**config.mk**
```make
export PLATFORM = sky130hd
export DESIGN_NAME = fce_exec
export DESIGN_NICKNAME = d
export VERILOG_FILES = /design/src/include/fce_pkg.sv /design/src/fce_exec.sv
export SDC_FILE = /design/constraint.sdc
export NUM_CORES = 1
export LEC_CHECK = 0
export BUFFER_PORTS_ARGS = -buffer_cell sky130_fd_sc_hd__buf_2
export CAP_MARGIN = 5
export CELL_PAD_IN_SITES_DETAIL_PLACEMENT = 0
export CELL_PAD_IN_SITES_GLOBAL_PLACEMENT = 1
export CORE_MARGIN = 3
export CORE_UTILIZATION = 45
export DETAILED_ROUTE_END_ITERATION = 7
export GPL_ROUTABILITY_DRIVEN = 1
export PLACE_DENSITY_LB_ADDON = 0.25
export REMOVE_ABC_BUFFERS = 1
export SLEW_MARGIN = 10
export SYNTH_ARGS = -nofsm -noshare
export SYNTH_HDL_FRONTEND = slang
export SYNTH_SLANG_ARGS = --single-unit
```
**constraint.sdc**
```tcl
create_clock -name ref_clk -period 5.4 [get_ports ref_clk]
set_clock_uncertainty 0.05 [all_clocks]
set_input_delay 0.27 -clock ref_clk [delete_from_list [all_inputs] [get_ports ref_clk]]
set_output_delay 0.27 -clock ref_clk [all_outputs]
set_load 0.1 [all_outputs]
```
**src/include/fce_pkg.sv**
```systemverilog
// Shared types and constants of the flow-control execute block.
// Assumes the core hands over one decoded flow instruction at a time.
package fce_pkg;

    // ****************************************************************
    // Widths and flag positions
    // ****************************************************************
    localparam int PC_W = 22;
    localparam logic [2:0] FLAG_C = 3'h0;
    localparam logic [2:0] FLAG_Z = 3'h1;
    localparam logic [2:0] FLAG_N = 3'h2;
    localparam logic [2:0] FLAG_V = 3'h3;
    localparam logic [2:0] FLAG_H = 3'h5;
    localparam logic [2:0] FLAG_T = 3'h6;
    localparam logic [2:0] FLAG_I = 3'h7;

    // ****************************************************************
    // Cycle counts and program counter steps
    // ****************************************************************
    localparam logic [2:0] CYC_INDIRECT_CALL   = 3'h2;
    localparam logic [2:0] CYC_EXTENDED_INDIRECT_CALL  = 3'h3;
    localparam logic [2:0] CYC_SEQ     = 3'h1;
    localparam logic [2:0] CYC_TAKEN   = 3'h2;
    localparam logic [2:0] CYC_SKIP1   = 3'h2;
    localparam logic [2:0] CYC_SKIP2   = 3'h3;
    localparam logic [2:0] CYC_IO_XTRA = 3'h1;
    localparam logic [PC_W-1:0] STEP_SEQ   = 22'h000001;
    localparam logic [PC_W-1:0] STEP_SKIP1 = 22'h000002;
    localparam logic [PC_W-1:0] STEP_SKIP2 = 22'h000003;
    localparam logic [5:0] PC_HI_ZERO = 6'h00;
    localparam logic [2:0] CNT_RST = 3'h0;
    localparam logic [PC_W-1:0] PC_RST = 22'h000000;
    localparam logic [5:0] IO_ADDR_RST = 6'h00;

    // ****************************************************************
    // Operations
    // ****************************************************************
    typedef enum logic [4:0] {
        OP_NONE, OP_INDIRECT_CALL, OP_EXT_INDIRECT_CALL,
        OP_COMPARE_SKIP_EQUAL, OP_SKIP_REG_BIT_CLEAR, OP_SKIP_REG_BIT_SET,
        OP_SKIP_IO_BIT_CLEAR, OP_SKIP_IO_BIT_SET,
        OP_BRANCH_FLAG_SET, OP_BRANCH_FLAG_CLEAR,
        OP_BRANCH_EQUAL, OP_BRANCH_NOT_EQUAL,
        OP_BRANCH_CARRY_SET, OP_BRANCH_CARRY_CLEAR,
        OP_BRANCH_SAME_HIGHER, OP_BRANCH_LOWER,
        OP_BRANCH_MINUS, OP_BRANCH_PLUS,
        OP_BRANCH_GE_SIGNED, OP_BRANCH_LT_SIGNED,
        OP_BRANCH_HALFCARRY_SET, OP_BRANCH_HALFCARRY_CLEAR,
        OP_BRANCH_TFLAG_SET, OP_BRANCH_TFLAG_CLEAR,
        OP_BRANCH_OVERFLOW_SET, OP_BRANCH_OVERFLOW_CLEAR,
        OP_BRANCH_IRQ_ENABLED, OP_BRANCH_IRQ_DISABLED
    } fce_op_t;

    // One decoded instruction.
    typedef struct packed {
        fce_op_t         op;
        logic [2:0]      flag_sel;
        logic [2:0]      bit_sel;
        logic [6:0]      offset;
        logic [5:0]      io_addr;
        logic            next_two_word;
    } fce_req_t;

    // Core state sampled with the instruction.
    typedef struct packed {
        logic [PC_W-1:0] pc;
        logic [15:0]     z_ptr;
        logic [5:0]      extended_indirect_reg;
        logic [7:0]      status_flags;
        logic [7:0]      rd_val;
        logic [7:0]      rr_val;
    } fce_ctx_t;

    typedef enum logic [1:0] {
        ST_IDLE = 2'b00,
        ST_IO   = 2'b01,
        ST_WAIT = 2'b11
    } fce_state_t;

endpackage

```
**src/fce_exec.sv**
```systemverilog
// Flow-control execute unit: calls, skips and conditional branches.
// Assumes the core holds req and ctx stable while issue_valid is high
// and answers an I/O read combinationally in the cycle io_rd_en is high.
//
// Behaviour
// RULE1: Indirect call loads PC low from Z, clears PC high, two or three cycles.
// RULE2: Extended indirect call loads PC high from extended register, three cycles.
// RULE3: Compare-skip skips the next instruction when both registers are equal.
// RULE4: Register bit clear skip skips when the selected bit is zero.
// RULE5: Register bit set skip skips when the selected bit is one.
// RULE6: I/O bit clear skip skips on zero, taking two to four cycles.
// RULE7: I/O bit set skip skips on one, taking two to four cycles.
// RULE8: Generic flag branches test a selected status bit, target PC+k+1.
// RULE9: Equal branches on zero flag one, not-equal on zero flag zero.
// RULE10: Carry set and lower on carry one; clear and same-higher on zero.
// RULE11: Minus on negative one, plus on negative zero.
// RULE12: Signed branches test negative xor overflow: ge on zero, lt on one.
// RULE13: Half-carry branches test the half-carry flag set or cleared.
// RULE14: Transfer-bit branches test the T flag set or cleared.
// RULE15: Overflow branches test the overflow flag set or cleared.
// RULE16: Interrupt-state branches test the global interrupt enable flag.
// RULE17: A skip adds two over a one-word, three over a two-word instruction.
// RULE18: No flags change; an untaken branch continues at PC+1 after one cycle.
`timescale 1ns/10ps
`default_nettype none

module fce_exec #(
    parameter logic [2:0] INDIRECT_CALL_CYCLES = fce_pkg::CYC_INDIRECT_CALL
) (
    // Clock and reset.
    input  wire logic                    ref_clk,
    input  wire logic                    rstn,
    // Instruction issue.
    input  wire logic                    issue_valid,
    input  wire fce_pkg::fce_req_t       req,
    input  wire fce_pkg::fce_ctx_t       ctx,
    output var  logic                    ready,
    // Program counter answer.
    output var  logic                    done,
    output var  logic [fce_pkg::PC_W-1:0] pc_next,
    // I/O register read port.
    output var  logic                    io_rd_en,
    output var  logic [5:0]              io_addr,
    input  wire logic [7:0]              io_rdata
);

    // ****************************************************************
    // State
    // ****************************************************************
    fce_pkg::fce_state_t          state;
    fce_pkg::fce_state_t          next_state;
    logic [2:0]                   cnt;
    logic [2:0]                   next_cnt;
    logic [fce_pkg::PC_W-1:0]     next_pc_next;
    logic [fce_pkg::PC_W-1:0]     tgt;
    logic [fce_pkg::PC_W-1:0]     next_tgt;
    logic                         next_ready;
    logic                         next_done;
    logic                         next_io_rd_en;
    logic [5:0]                   next_io_addr;
    fce_pkg::fce_req_t            req_q;
    fce_pkg::fce_req_t            next_req_q;
    logic [fce_pkg::PC_W-1:0]     pc_q;
    logic [fce_pkg::PC_W-1:0]     next_pc_q;

    // ****************************************************************
    // Condition and target evaluation
    // ****************************************************************
    logic                         issue;
    logic [7:0]                   sf;
    logic                         br_cond;
    logic                         is_branch;
    logic [fce_pkg::PC_W-1:0]     br_tgt;
    logic [fce_pkg::PC_W-1:0]     seq_tgt;
    logic [fce_pkg::PC_W-1:0]     skip_tgt;
    logic [2:0]                   skip_cyc;
    logic                         io_cond;

    assign issue = issue_valid && ready;
    assign sf    = ctx.status_flags;
    // Relative target with the seven-bit offset sign extended.
    assign br_tgt = ctx.pc + {{15{req.offset[6]}}, req.offset}
                    + fce_pkg::STEP_SEQ;                          // [RULE8]
    assign seq_tgt = ctx.pc + fce_pkg::STEP_SEQ;                  // [RULE18]
    // The skip length follows the size of the instruction skipped.
    assign skip_tgt = ctx.pc + (req.next_two_word ? fce_pkg::STEP_SKIP2
                                                  : fce_pkg::STEP_SKIP1); // [RULE17]
    assign skip_cyc = req.next_two_word ? fce_pkg::CYC_SKIP2
                                        : fce_pkg::CYC_SKIP1;     // [RULE17]
    // The I/O bit is judged against the polarity of the stored op.
    assign io_cond = io_rdata[req_q.bit_sel]
                     == (req_q.op == fce_pkg::OP_SKIP_IO_BIT_SET); // [RULE6] [RULE7]

    // Branch condition for every flag test. Flags are only read here.
    always_comb begin
        is_branch = 1'b1;
        br_cond   = 1'b0;
        case (req.op)
            fce_pkg::OP_BRANCH_FLAG_SET:        br_cond = sf[req.flag_sel];  // [RULE8]
            fce_pkg::OP_BRANCH_FLAG_CLEAR:      br_cond = !sf[req.flag_sel]; // [RULE8]
            fce_pkg::OP_BRANCH_EQUAL:           br_cond = sf[fce_pkg::FLAG_Z];  // [RULE9]
            fce_pkg::OP_BRANCH_NOT_EQUAL:       br_cond = !sf[fce_pkg::FLAG_Z]; // [RULE9]
            fce_pkg::OP_BRANCH_CARRY_SET:       br_cond = sf[fce_pkg::FLAG_C];  // [RULE10]
            fce_pkg::OP_BRANCH_LOWER:           br_cond = sf[fce_pkg::FLAG_C];  // [RULE10]
            fce_pkg::OP_BRANCH_CARRY_CLEAR:     br_cond = !sf[fce_pkg::FLAG_C]; // [RULE10]
            fce_pkg::OP_BRANCH_SAME_HIGHER:     br_cond = !sf[fce_pkg::FLAG_C]; // [RULE10]
            fce_pkg::OP_BRANCH_MINUS:           br_cond = sf[fce_pkg::FLAG_N];  // [RULE11]
            fce_pkg::OP_BRANCH_PLUS:            br_cond = !sf[fce_pkg::FLAG_N]; // [RULE11]
            fce_pkg::OP_BRANCH_GE_SIGNED:
                br_cond = !(sf[fce_pkg::FLAG_N] ^ sf[fce_pkg::FLAG_V]);       // [RULE12]
            fce_pkg::OP_BRANCH_LT_SIGNED:
                br_cond = sf[fce_pkg::FLAG_N] ^ sf[fce_pkg::FLAG_V];          // [RULE12]
            fce_pkg::OP_BRANCH_HALFCARRY_SET:   br_cond = sf[fce_pkg::FLAG_H];  // [RULE13]
            fce_pkg::OP_BRANCH_HALFCARRY_CLEAR: br_cond = !sf[fce_pkg::FLAG_H]; // [RULE13]
            fce_pkg::OP_BRANCH_TFLAG_SET:       br_cond = sf[fce_pkg::FLAG_T];  // [RULE14]
            fce_pkg::OP_BRANCH_TFLAG_CLEAR:     br_cond = !sf[fce_pkg::FLAG_T]; // [RULE14]
            fce_pkg::OP_BRANCH_OVERFLOW_SET:    br_cond = sf[fce_pkg::FLAG_V];  // [RULE15]
            fce_pkg::OP_BRANCH_OVERFLOW_CLEAR:  br_cond = !sf[fce_pkg::FLAG_V]; // [RULE15]
            fce_pkg::OP_BRANCH_IRQ_ENABLED:     br_cond = sf[fce_pkg::FLAG_I];  // [RULE16]
            fce_pkg::OP_BRANCH_IRQ_DISABLED:    br_cond = !sf[fce_pkg::FLAG_I]; // [RULE16]
            default:                            is_branch = 1'b0;
        endcase
    end

    // ****************************************************************
    // Sequencer
    // ****************************************************************
    // An operation of N cycles raises done N-1 edges after the edge that takes it.
    // One-cycle operations answer at once and keep ready high, so a
    // branch stream can issue every cycle.
    always_comb begin
        logic [2:0] cyc;
        logic       go;
        cyc           = fce_pkg::CYC_SEQ;
        go            = 1'b0;
        next_state    = state;
        next_cnt      = cnt;
        next_tgt      = tgt;
        next_pc_next  = pc_next;
        next_ready    = ready;
        next_done     = 1'b0;
        next_io_rd_en = 1'b0;
        next_io_addr  = io_addr;
        next_req_q    = req_q;
        next_pc_q     = pc_q;
        case (state)
            fce_pkg::ST_IDLE: begin
                if (issue) begin
                    go        = 1'b1;
                    next_tgt  = seq_tgt;
                    next_req_q = req;
                    next_pc_q  = ctx.pc;
                    case (req.op)
                        fce_pkg::OP_INDIRECT_CALL: begin
                            next_tgt = {fce_pkg::PC_HI_ZERO, ctx.z_ptr};     // [RULE1]
                            cyc      = INDIRECT_CALL_CYCLES;                         // [RULE1]
                        end
                        fce_pkg::OP_EXT_INDIRECT_CALL: begin
                            next_tgt = {ctx.extended_indirect_reg, ctx.z_ptr}; // [RULE2]
                            cyc      = fce_pkg::CYC_EXTENDED_INDIRECT_CALL;                  // [RULE2]
                        end
                        fce_pkg::OP_COMPARE_SKIP_EQUAL: begin
                            if (ctx.rd_val == ctx.rr_val) begin              // [RULE3]
                                next_tgt = skip_tgt;
                                cyc      = skip_cyc;
                            end
                        end
                        fce_pkg::OP_SKIP_REG_BIT_CLEAR: begin
                            if (!ctx.rd_val[req.bit_sel]) begin              // [RULE4]
                                next_tgt = skip_tgt;
                                cyc      = skip_cyc;
                            end
                        end
                        fce_pkg::OP_SKIP_REG_BIT_SET: begin
                            if (ctx.rd_val[req.bit_sel]) begin               // [RULE5]
                                next_tgt = skip_tgt;
                                cyc      = skip_cyc;
                            end
                        end
                        fce_pkg::OP_SKIP_IO_BIT_CLEAR,
                        fce_pkg::OP_SKIP_IO_BIT_SET: begin
                            // The extra cycle is the I/O read itself.
                            go            = 1'b0;
                            next_state    = fce_pkg::ST_IO;                  // [RULE6] [RULE7]
                            next_ready    = 1'b0;
                            next_io_rd_en = 1'b1;
                            next_io_addr  = req.io_addr;
                        end
                        default: begin
                            if (is_branch && br_cond) begin
                                next_tgt = br_tgt;                           // [RULE8]
                                cyc      = fce_pkg::CYC_TAKEN;
                            end
                        end
                    endcase
                end
            end
            fce_pkg::ST_IO: begin
                go        = 1'b1;
                next_tgt  = pc_q + fce_pkg::STEP_SEQ;
                cyc       = fce_pkg::CYC_SEQ;
                if (io_cond) begin
                    next_tgt = pc_q + (req_q.next_two_word ? fce_pkg::STEP_SKIP2
                                                          : fce_pkg::STEP_SKIP1); // [RULE17]
                    cyc      = req_q.next_two_word ? fce_pkg::CYC_SKIP2
                                                   : fce_pkg::CYC_SKIP1;
                end
            end
            fce_pkg::ST_WAIT: begin
                if (cnt == fce_pkg::CNT_RST) begin
                    next_done    = 1'b1;
                    next_pc_next = tgt;
                    next_ready   = 1'b1;
                    next_state   = fce_pkg::ST_IDLE;
                end else begin
                    next_cnt = cnt - 3'h1;
                end
            end
            default: begin
                next_state = fce_pkg::ST_IDLE;
                next_ready = 1'b1;
            end
        endcase
        // Launch: one remaining cycle answers now, more go to the wait.
        if (go) begin
            if (cyc == fce_pkg::CYC_SEQ) begin
                next_done    = 1'b1;                                     // [RULE18]
                next_pc_next = next_tgt;
                next_ready   = 1'b1;
                next_state   = fce_pkg::ST_IDLE;
            end else begin
                next_cnt   = cyc - 3'h2;
                next_ready = 1'b0;
                next_state = fce_pkg::ST_WAIT;
            end
        end
    end

    // Registers of the sequencer; every output leaves from here.
    always_ff @(posedge ref_clk or negedge rstn) begin
        if (!rstn) begin
            state    <= fce_pkg::ST_IDLE;
            cnt      <= fce_pkg::CNT_RST;
            tgt      <= fce_pkg::PC_RST;
            pc_next  <= fce_pkg::PC_RST;
            ready    <= 1'b1;
            done     <= 1'b0;
            io_rd_en <= 1'b0;
            io_addr  <= fce_pkg::IO_ADDR_RST;
            req_q    <= '0;
            pc_q     <= fce_pkg::PC_RST;
        end else begin
            state    <= next_state;
            cnt      <= next_cnt;
            tgt      <= next_tgt;
            pc_next  <= next_pc_next;
            ready    <= next_ready;
            done     <= next_done;
            io_rd_en <= next_io_rd_en;
            io_addr  <= next_io_addr;
            req_q    <= next_req_q;
            pc_q     <= next_pc_q;
        end
    end

    // ****************************************************************
    // Checks
    // ****************************************************************
    indirect_call_target_a: assert property (@(posedge ref_clk) disable iff (!rstn) // [RULE1]
        issue && req.op == fce_pkg::OP_INDIRECT_CALL && INDIRECT_CALL_CYCLES == 3'h2
        |-> ##1 !done ##1 done && pc_next == {6'h00, $past(ctx.z_ptr, 2)})
        else $error("Indirect call target or timing wrong.");

    extended_indirect_call_target_a: assert property (@(posedge ref_clk) disable iff (!rstn) // [RULE2]
        issue && req.op == fce_pkg::OP_EXT_INDIRECT_CALL
        |-> ##1 (!done)[*2] ##1 done
            && pc_next == {$past(ctx.extended_indirect_reg, 3), $past(ctx.z_ptr, 3)})
        else $error("Extended indirect call target or timing wrong.");

    compare_skip_equal_skip_a: assert property (@(posedge ref_clk) disable iff (!rstn) // [RULE3]
        issue && req.op == fce_pkg::OP_COMPARE_SKIP_EQUAL
        && ctx.rd_val == ctx.rr_val && req.next_two_word
        |-> ##3 done && pc_next == $past(ctx.pc, 3) + 22'h000003)
        else $error("Compare skip over two words wrong.");

    reg_clear_a: assert property (@(posedge ref_clk) disable iff (!rstn) // [RULE4]
        issue && req.op == fce_pkg::OP_SKIP_REG_BIT_CLEAR
        && !ctx.rd_val[req.bit_sel] && !req.next_two_word
        |-> ##1 !done ##1 done && pc_next == $past(ctx.pc, 2) + 22'h000002)
        else $error("Register bit clear skip wrong.");

    reg_set_a: assert property (@(posedge ref_clk) disable iff (!rstn) // [RULE5]
        issue && req.op == fce_pkg::OP_SKIP_REG_BIT_SET && !ctx.rd_val[req.bit_sel]
        |-> ##1 done && pc_next == $past(ctx.pc) + 22'h000001)
        else $error("Register bit set skip taken wrongly.");

    io_read_a: assert property (@(posedge ref_clk) disable iff (!rstn) // [RULE6]
        issue && req.op == fce_pkg::OP_SKIP_IO_BIT_CLEAR
        |-> ##1 io_rd_en && io_addr == $past(req.io_addr) && !done && !ready)
        else $error("I/O skip did not read its register.");

    io_noskip_a: assert property (@(posedge ref_clk) disable iff (!rstn) // [RULE7]
        state == fce_pkg::ST_IO && req_q.op == fce_pkg::OP_SKIP_IO_BIT_SET
        && !io_rdata[req_q.bit_sel]
        |-> ##1 done && pc_next == $past(pc_q) + 22'h000001)
        else $error("I/O bit set skip taken wrongly.");

    br_taken_a: assert property (@(posedge ref_clk) disable iff (!rstn) // [RULE8]
        issue && req.op == fce_pkg::OP_BRANCH_FLAG_SET && sf[req.flag_sel]
        |-> ##1 !done ##1 done && pc_next == $past(ctx.pc, 2)
            + {{15{$past(req.offset[6], 2)}}, $past(req.offset, 2)} + 22'h000001)
        else $error("Taken flag branch wrong.");

    br_signed_a: assert property (@(posedge ref_clk) disable iff (!rstn) // [RULE12]
        issue && req.op == fce_pkg::OP_BRANCH_GE_SIGNED
        && (sf[fce_pkg::FLAG_N] ^ sf[fce_pkg::FLAG_V])
        |-> ##1 done && pc_next == $past(ctx.pc) + 22'h000001)
        else $error("Signed branch taken wrongly.");

    br_untaken_a: assert property (@(posedge ref_clk) disable iff (!rstn) // [RULE18]
        issue && is_branch && !br_cond
        |-> ##1 done && ready && pc_next == $past(ctx.pc) + 22'h000001)
        else $error("Untaken branch did not fall through.");

endmodule

`default_nettype wire

```
Word level (Yosys, flattened, before mapping)
Index checks and enable logic that the tools add are counted.

storage, ports and cells
  output and inout bits = 31
  register bits = 89

cells by class
  magnitude comparators = 3
  mux-type cells = 58
  bitwise gates (word level) = 1
  add/sub/neg operators = 8
  reductions and logical operators = 20
  eq/ne operators = 37

operator list
  cell                                                                  count
  22-bit 2-to-1 mux                                                     10
  22-bit one-hot mux with 6 select lines                                1
  22-bit by 1-bit adder with 22-bit output, second input constant       3
  5-bit == test, second input constant                                  12
  22-bit by 2-bit adder with 22-bit output                              2
  22-bit one-hot mux with 2 select lines                                1
  5-bit by 4-bit == test with 1-bit output, second input constant       8
  5-bit by 3-bit == test with 1-bit output, second input constant       5
  22-bit adder                                                          1
  1-bit 2-to-1 mux                                                      22
  2-bit 2-to-1 mux                                                      11
  20-bit OR reduction                                                   1
  1-bit one-hot mux with 18 select lines                                1
  3-bit by 4-bit < comparator with 1-bit output, second input constant  3
  3-bit 2-to-1 mux                                                      4
  2-bit one-hot mux with 6 select lines                                 1
  5-bit by 2-bit == test with 1-bit output, second input constant       2
  1-bit binary-select mux with 3-bit select                             3
  1-bit logical NOT                                                     9
  3-bit inequality test, second input constant                          3
  8-bit == test                                                         1
  2-bit one-hot mux with 3 select lines                                 1
  2-bit OR reduction                                                    3
  5-bit by 1-bit == test with 1-bit output, second input constant       1
  other kinds (17)                                                      18

Longest topological paths before layout
  depth in word-level cells = 12
  gate-level depth with buffers = 15

Least setup slack after synthesis
No wires, ideal clock.

  path type = register -> register
  start point = reg req_q[15] (netlist name)
  end point = reg pc_next[14] (netlist name)
  path slack = 2.010 ns
  cell stages (with the launch flop) = 16
  setup time = 0.118 ns
  path buffers = 0
  arrival = 3.221 ns
  required time = 5.232 ns
  cell sequence = dfrtp_1 mux4_2 mux2i_1 xor2_1 nand2b_1 ha_1 inv_1 fa_1 and4b_1 nand4_1 or2_2 nor2_1 xor2_1 a22oi_1 o21ai_0 a21o_1

between the ends
  elaborated cells on any way between the ends = 10
  those cells by class = 2 x eq/ne; 8 x mux

RTL lines
  what                                       RTL line         RTL
  from (decl)                                fce_exec.sv:61   fce_pkg::fce_req_t req_q;
  from (signal assigned)                     fce_exec.sv:261  req_q <= next_req_q;
  1-bit binary-select mux with 3-bit select  fce_exec.sv:91   assign io_cond = io_rdata[req_q.bit_sel]
  1-bit 2-to-1 mux (not written as such)     fce_exec.sv:91
  1-bit == test                              fce_exec.sv:92   == (req_q.op == fce_pkg::OP_SKIP_IO_BIT_SET);
  22-bit 2-to-1 mux                          fce_exec.sv:202  if (io_cond) begin
  22-bit one-hot mux with 2 select lines     fce_exec.sv:146  case (state)
  net next_tgt (one bit)                     fce_exec.sv:56   logic [fce_pkg::PC_W-1:0] next_tgt;
  22-bit 2-to-1 mux                          fce_exec.sv:226  if (cyc == fce_pkg::CYC_SEQ) begin
  22-bit 2-to-1 mux                          fce_exec.sv:225  if (go) begin
  net next_pc_next (one bit)                 fce_exec.sv:54   logic [fce_pkg::PC_W-1:0] next_pc_next;
  to (signal assigned)                       fce_exec.sv:245  pc_next <= fce_pkg::PC_RST;
  to (signal assigned)                       fce_exec.sv:256  pc_next <= next_pc_next;
  to (decl)                                  fce_exec.sv:40   output var logic [fce_pkg::PC_W-1:0] pc_next,

The timed path passes the listed nets, and every way through them passes these cells. The select of a mux whose other input is x is not followed.
A chain may end at the register's enable or synchronous reset.

Worst setup path in the final report
  start point = reg req_q[15] (netlist name)
  end point = reg pc_next[20] (netlist name)

between the ends
  longest elaborated chain between the ends = 8
  elaborated cells on any way between the ends = 10
  those cells by class = 2 x eq/ne; 8 x mux

ends and longest elaborated chain
  what                                           RTL line
  1-bit binary-select mux with 3-bit select (*)  fce_exec.sv:91
  1-bit 2-to-1 mux (not written as such) (*)     fce_exec.sv:91
  1-bit == test (*)                              fce_exec.sv:92
  2-bit 2-to-1 mux                               fce_exec.sv:202
  2-bit one-hot mux with 2 select lines          fce_exec.sv:146
  3-bit by 1-bit == test with 1-bit output       fce_exec.sv:226
  22-bit 2-to-1 mux (*)                          fce_exec.sv:226
  22-bit 2-to-1 mux (*)                          fce_exec.sv:225
  net next_pc_next (one bit)                     fce_exec.sv:54

Mark *: on every way through the listed nets, which the timed path passes. The rest lies on a longest branch. The select of a mux whose other input is x is not followed.

==> results.yml <==
status:
  status: "finished clean"
sta:
  slew_viol_final: 0
  relSlewSlack_pct: 34.31
  hold_violations: 0
  fmax_mhz: 255.2
  final-setup-viol-count: 0
  rsz0062_at_grt: "false"
  period_minus_slack_ns: 3.919
  min_period_over_period_pct: 72.57
  tns_ns: 0
  worstMarginPinSlew_ns: 0.9818
critical_path:
  cp_common_cell: "xor2_1"
  setup.worst_path.start: "req_q[15]"
  reg2reg_from: "req_q[15]"
  path_cells: "mux4_2, mux2i_1, xor2_1, inv_1, fa_1, and4b_1, nand3_1, nor4_1, xor2_1, a22oi_1, a21boi_0, o31ai_1"
  crit_required_ns: 5.57
  slowest_delay_ns: 0.52
  cp-end-kind: "register"
  crit_type: "reg -> reg"
  critPathLaunchType: "register"
  slowest_stage: "mux4_2"
  crit_arrival_ns: 4.08
  path_max_fanout: 4
floorplan:
  dieArea_um2: 18550
  rows: 46
  initial_core_util_pct: 47.01
  dieWidth_um: 136.2
  die_y_um: 136.2
  core_um2: 16230
  pin_count: 135
drt:
  via_per_inst: 5.907
  drt_iter0_markers: 636
  drt-total-wl_mm: 24.07
  firstDrtPassIters: 5
  antenna_left: 0
  wl_per_cell_um: 19.04
  num_vias: 7466
  drc: 0
grt:
  grt_max_degree: 67
  grt_pass1_wl_mm: 38.54
  grt_pass1_vias: 7061
  grt_usage_pct: 26.43
  grt.overflow.total: 0
  antenna_found_initial: 1
place:
  hpwlAfterDp_mm: 18.09
  place_area_um2: 8434
  place_congestion: 0.9336
  port_buffers: 134
  place_inst: 1247
layout:
  mostFrequentLayoutCells: "nand2_1 (152), buf_2 (133), dfrtp_1 (88)"
  layout-drive-gt1-share_pct: 19.47
  final_common_cell: "nand2_1"
  fin_area_um2: 8758
  antenna_cells: 0
  fin_cells: 1264
  nNetsFinal: 1177
  area_growth_syn_to_layout_pct: 14.79
clocking:
  cts_root_buffer: "clkbuf_16"
  cts_tree: "built"
  path_clk_slew_ns: 0.07
  cts_buffers: 9
  clk_path_buf_depth: 2
  cts.sinks: 89
  htreeDepth: 3
  post_cts_resized: 0
  worstSkewPairLatency_ns: 0.35
logic_synthesis:
  synth_compound_area_share_pct: 22.17
  ys_seq_area_share_pct: 29.21
  synth-simple-area-share_pct: 22.09
  synth_cells: 943
  synth_area_per_cell_um2: 8.091
  async_flop_share_pct: 100.0
  ys_seq_elements: 89
  synthDistinctLibCells: 76
  syn_area_um2: 7630
  yosys_most_used_dff: "dfrtp_1"
  synth_enable_flop_cells: 0
  synth_warnings: 0
  synth-xor-area-share_pct: 9.757
  synthAdderAreaFrac_pct: 5.510
  synthMuxAreaShare_pct: 7.035
  synth_top_family_by_area: "compound AO/OA/AOI/OAI gates"
power_and_ir_drop:
  power_density_nw_per_um2: 482.4
  p_leak_nw: 4.081
  power_mw: 4.225
  ir_drop_v: 0.0003520
worst_hold_path:
  hp-class: "in -> reg"
  worstHoldStart: "req[2]"
flow_run:
  maxCapViolations: 0
[synthesized netlist by cell type (all sizes together) (15+ instances only)]
library cell | n | area [um^2]
xor2 | 41 | 359.1
o21ai | 56 | 284.0
dfrtp | 88 | 2202
mux2 | 15 | 168.9
mux2i | 27 | 270.3
nor2 | 74 | 277.8
ha | 28 | 350.3
nor3 | 19 | 100.1
a21o | 19 | 142.6
xnor2 | 44 | 385.4
clkbuf | 41 | 153.9
nand3 | 29 | 145.1
inv | 23 | 86.33
a21oi | 57 | 285.3
nand4 | 20 | 125.1
nand2 | 152 | 570.6
[state kept, by name, summed over array words and instances (netlist names), 2 cells and up]
register	flops
pc_next	22
pc_q	22
tgt	22
req_q	9
io_addr	6
cnt	3
state	2
[cell type report]
type	instances	area, um^2
tap	216	270.3
timing repair buffer	144	750.7
clock buffer	12	236.5
fill	1626	7472
sequential	89	2228
clock inverter	4	77.57
inverter	23	86.33
multi-input combinational	776	5109
[through the flow]
stage	hold slack, ns	setup slack, ns	util [%]
after floorplan	-0.07559	0.2421	-
after global placement	0.1387	1.567	51.97
after detailed placement	0.1422	1.473	51.97
after CTS	0.1023	1.436	53.96
after global routing	0.1037	1.180	53.96
final	0.1133	1.481	53.96
[metal layers]
layer  GRT usage [%]  vias to the layer above  routed length [um]
li1                -                     3609                   -
met1           39.53                     3508               11360
met2           39.63                      316               10590
met5               0                        -                  10
met3           3.775                       31                1642
met4           7.615                        2                 470
[final timing paths]
path,endpoint,slack [ns],depth (start not counted)
worst max-delay path,pc_next[20],1.48,12
worst min-delay path,io_addr[1],0.11,2
worst max register to register,pc_next[20],1.48,12
worst min register to register,req_q[0],0.43,2
max in group asynchronous,pc_q[16],3.85,3
min in group asynchronous,tgt[0],0.32,2
[what timing repair did]
action                                 in CTS  in global routing
buffers inserted                            0                  0
hold buffers                                1                  0
endpoints found under the hold margin      22                  0
[power by group]
part	internal, mW	switching (mW)
combinational	0.713	1.66
sequential	0.967	0.214
clock	0.408	0.265
[critical path: cells and delay by family (launching register included)]
| kind | cells | cell delay (ns) |
|---|---|---|
| AO/OA/AOI/OAI | 3 | 0.62 |
| XOR/XNOR | 2 | 0.52 |
| adder cells (fa/ha/maj) | 1 | 0.47 |
| buffers and inverters | 1 | 0.15 |
| flip-flops | 1 | 0.41 |
| multiplexers | 2 | 0.73 |
| AND/OR/NAND/NOR | 3 | 0.84 |
[cell families after synthesis]
| group | Yosys count |
|---|---|
| and+or+nand+nor | 364 |
| AOI/OAI and AO/OA | 248 |
| DFF | 89 |
| xor gates and xnor gates | 85 |
| buffers and inverters | 78 |
| muxes | 46 |
| adders and majority gates | 33 |
Note: power is estimated with default switching activity, not from simulation.
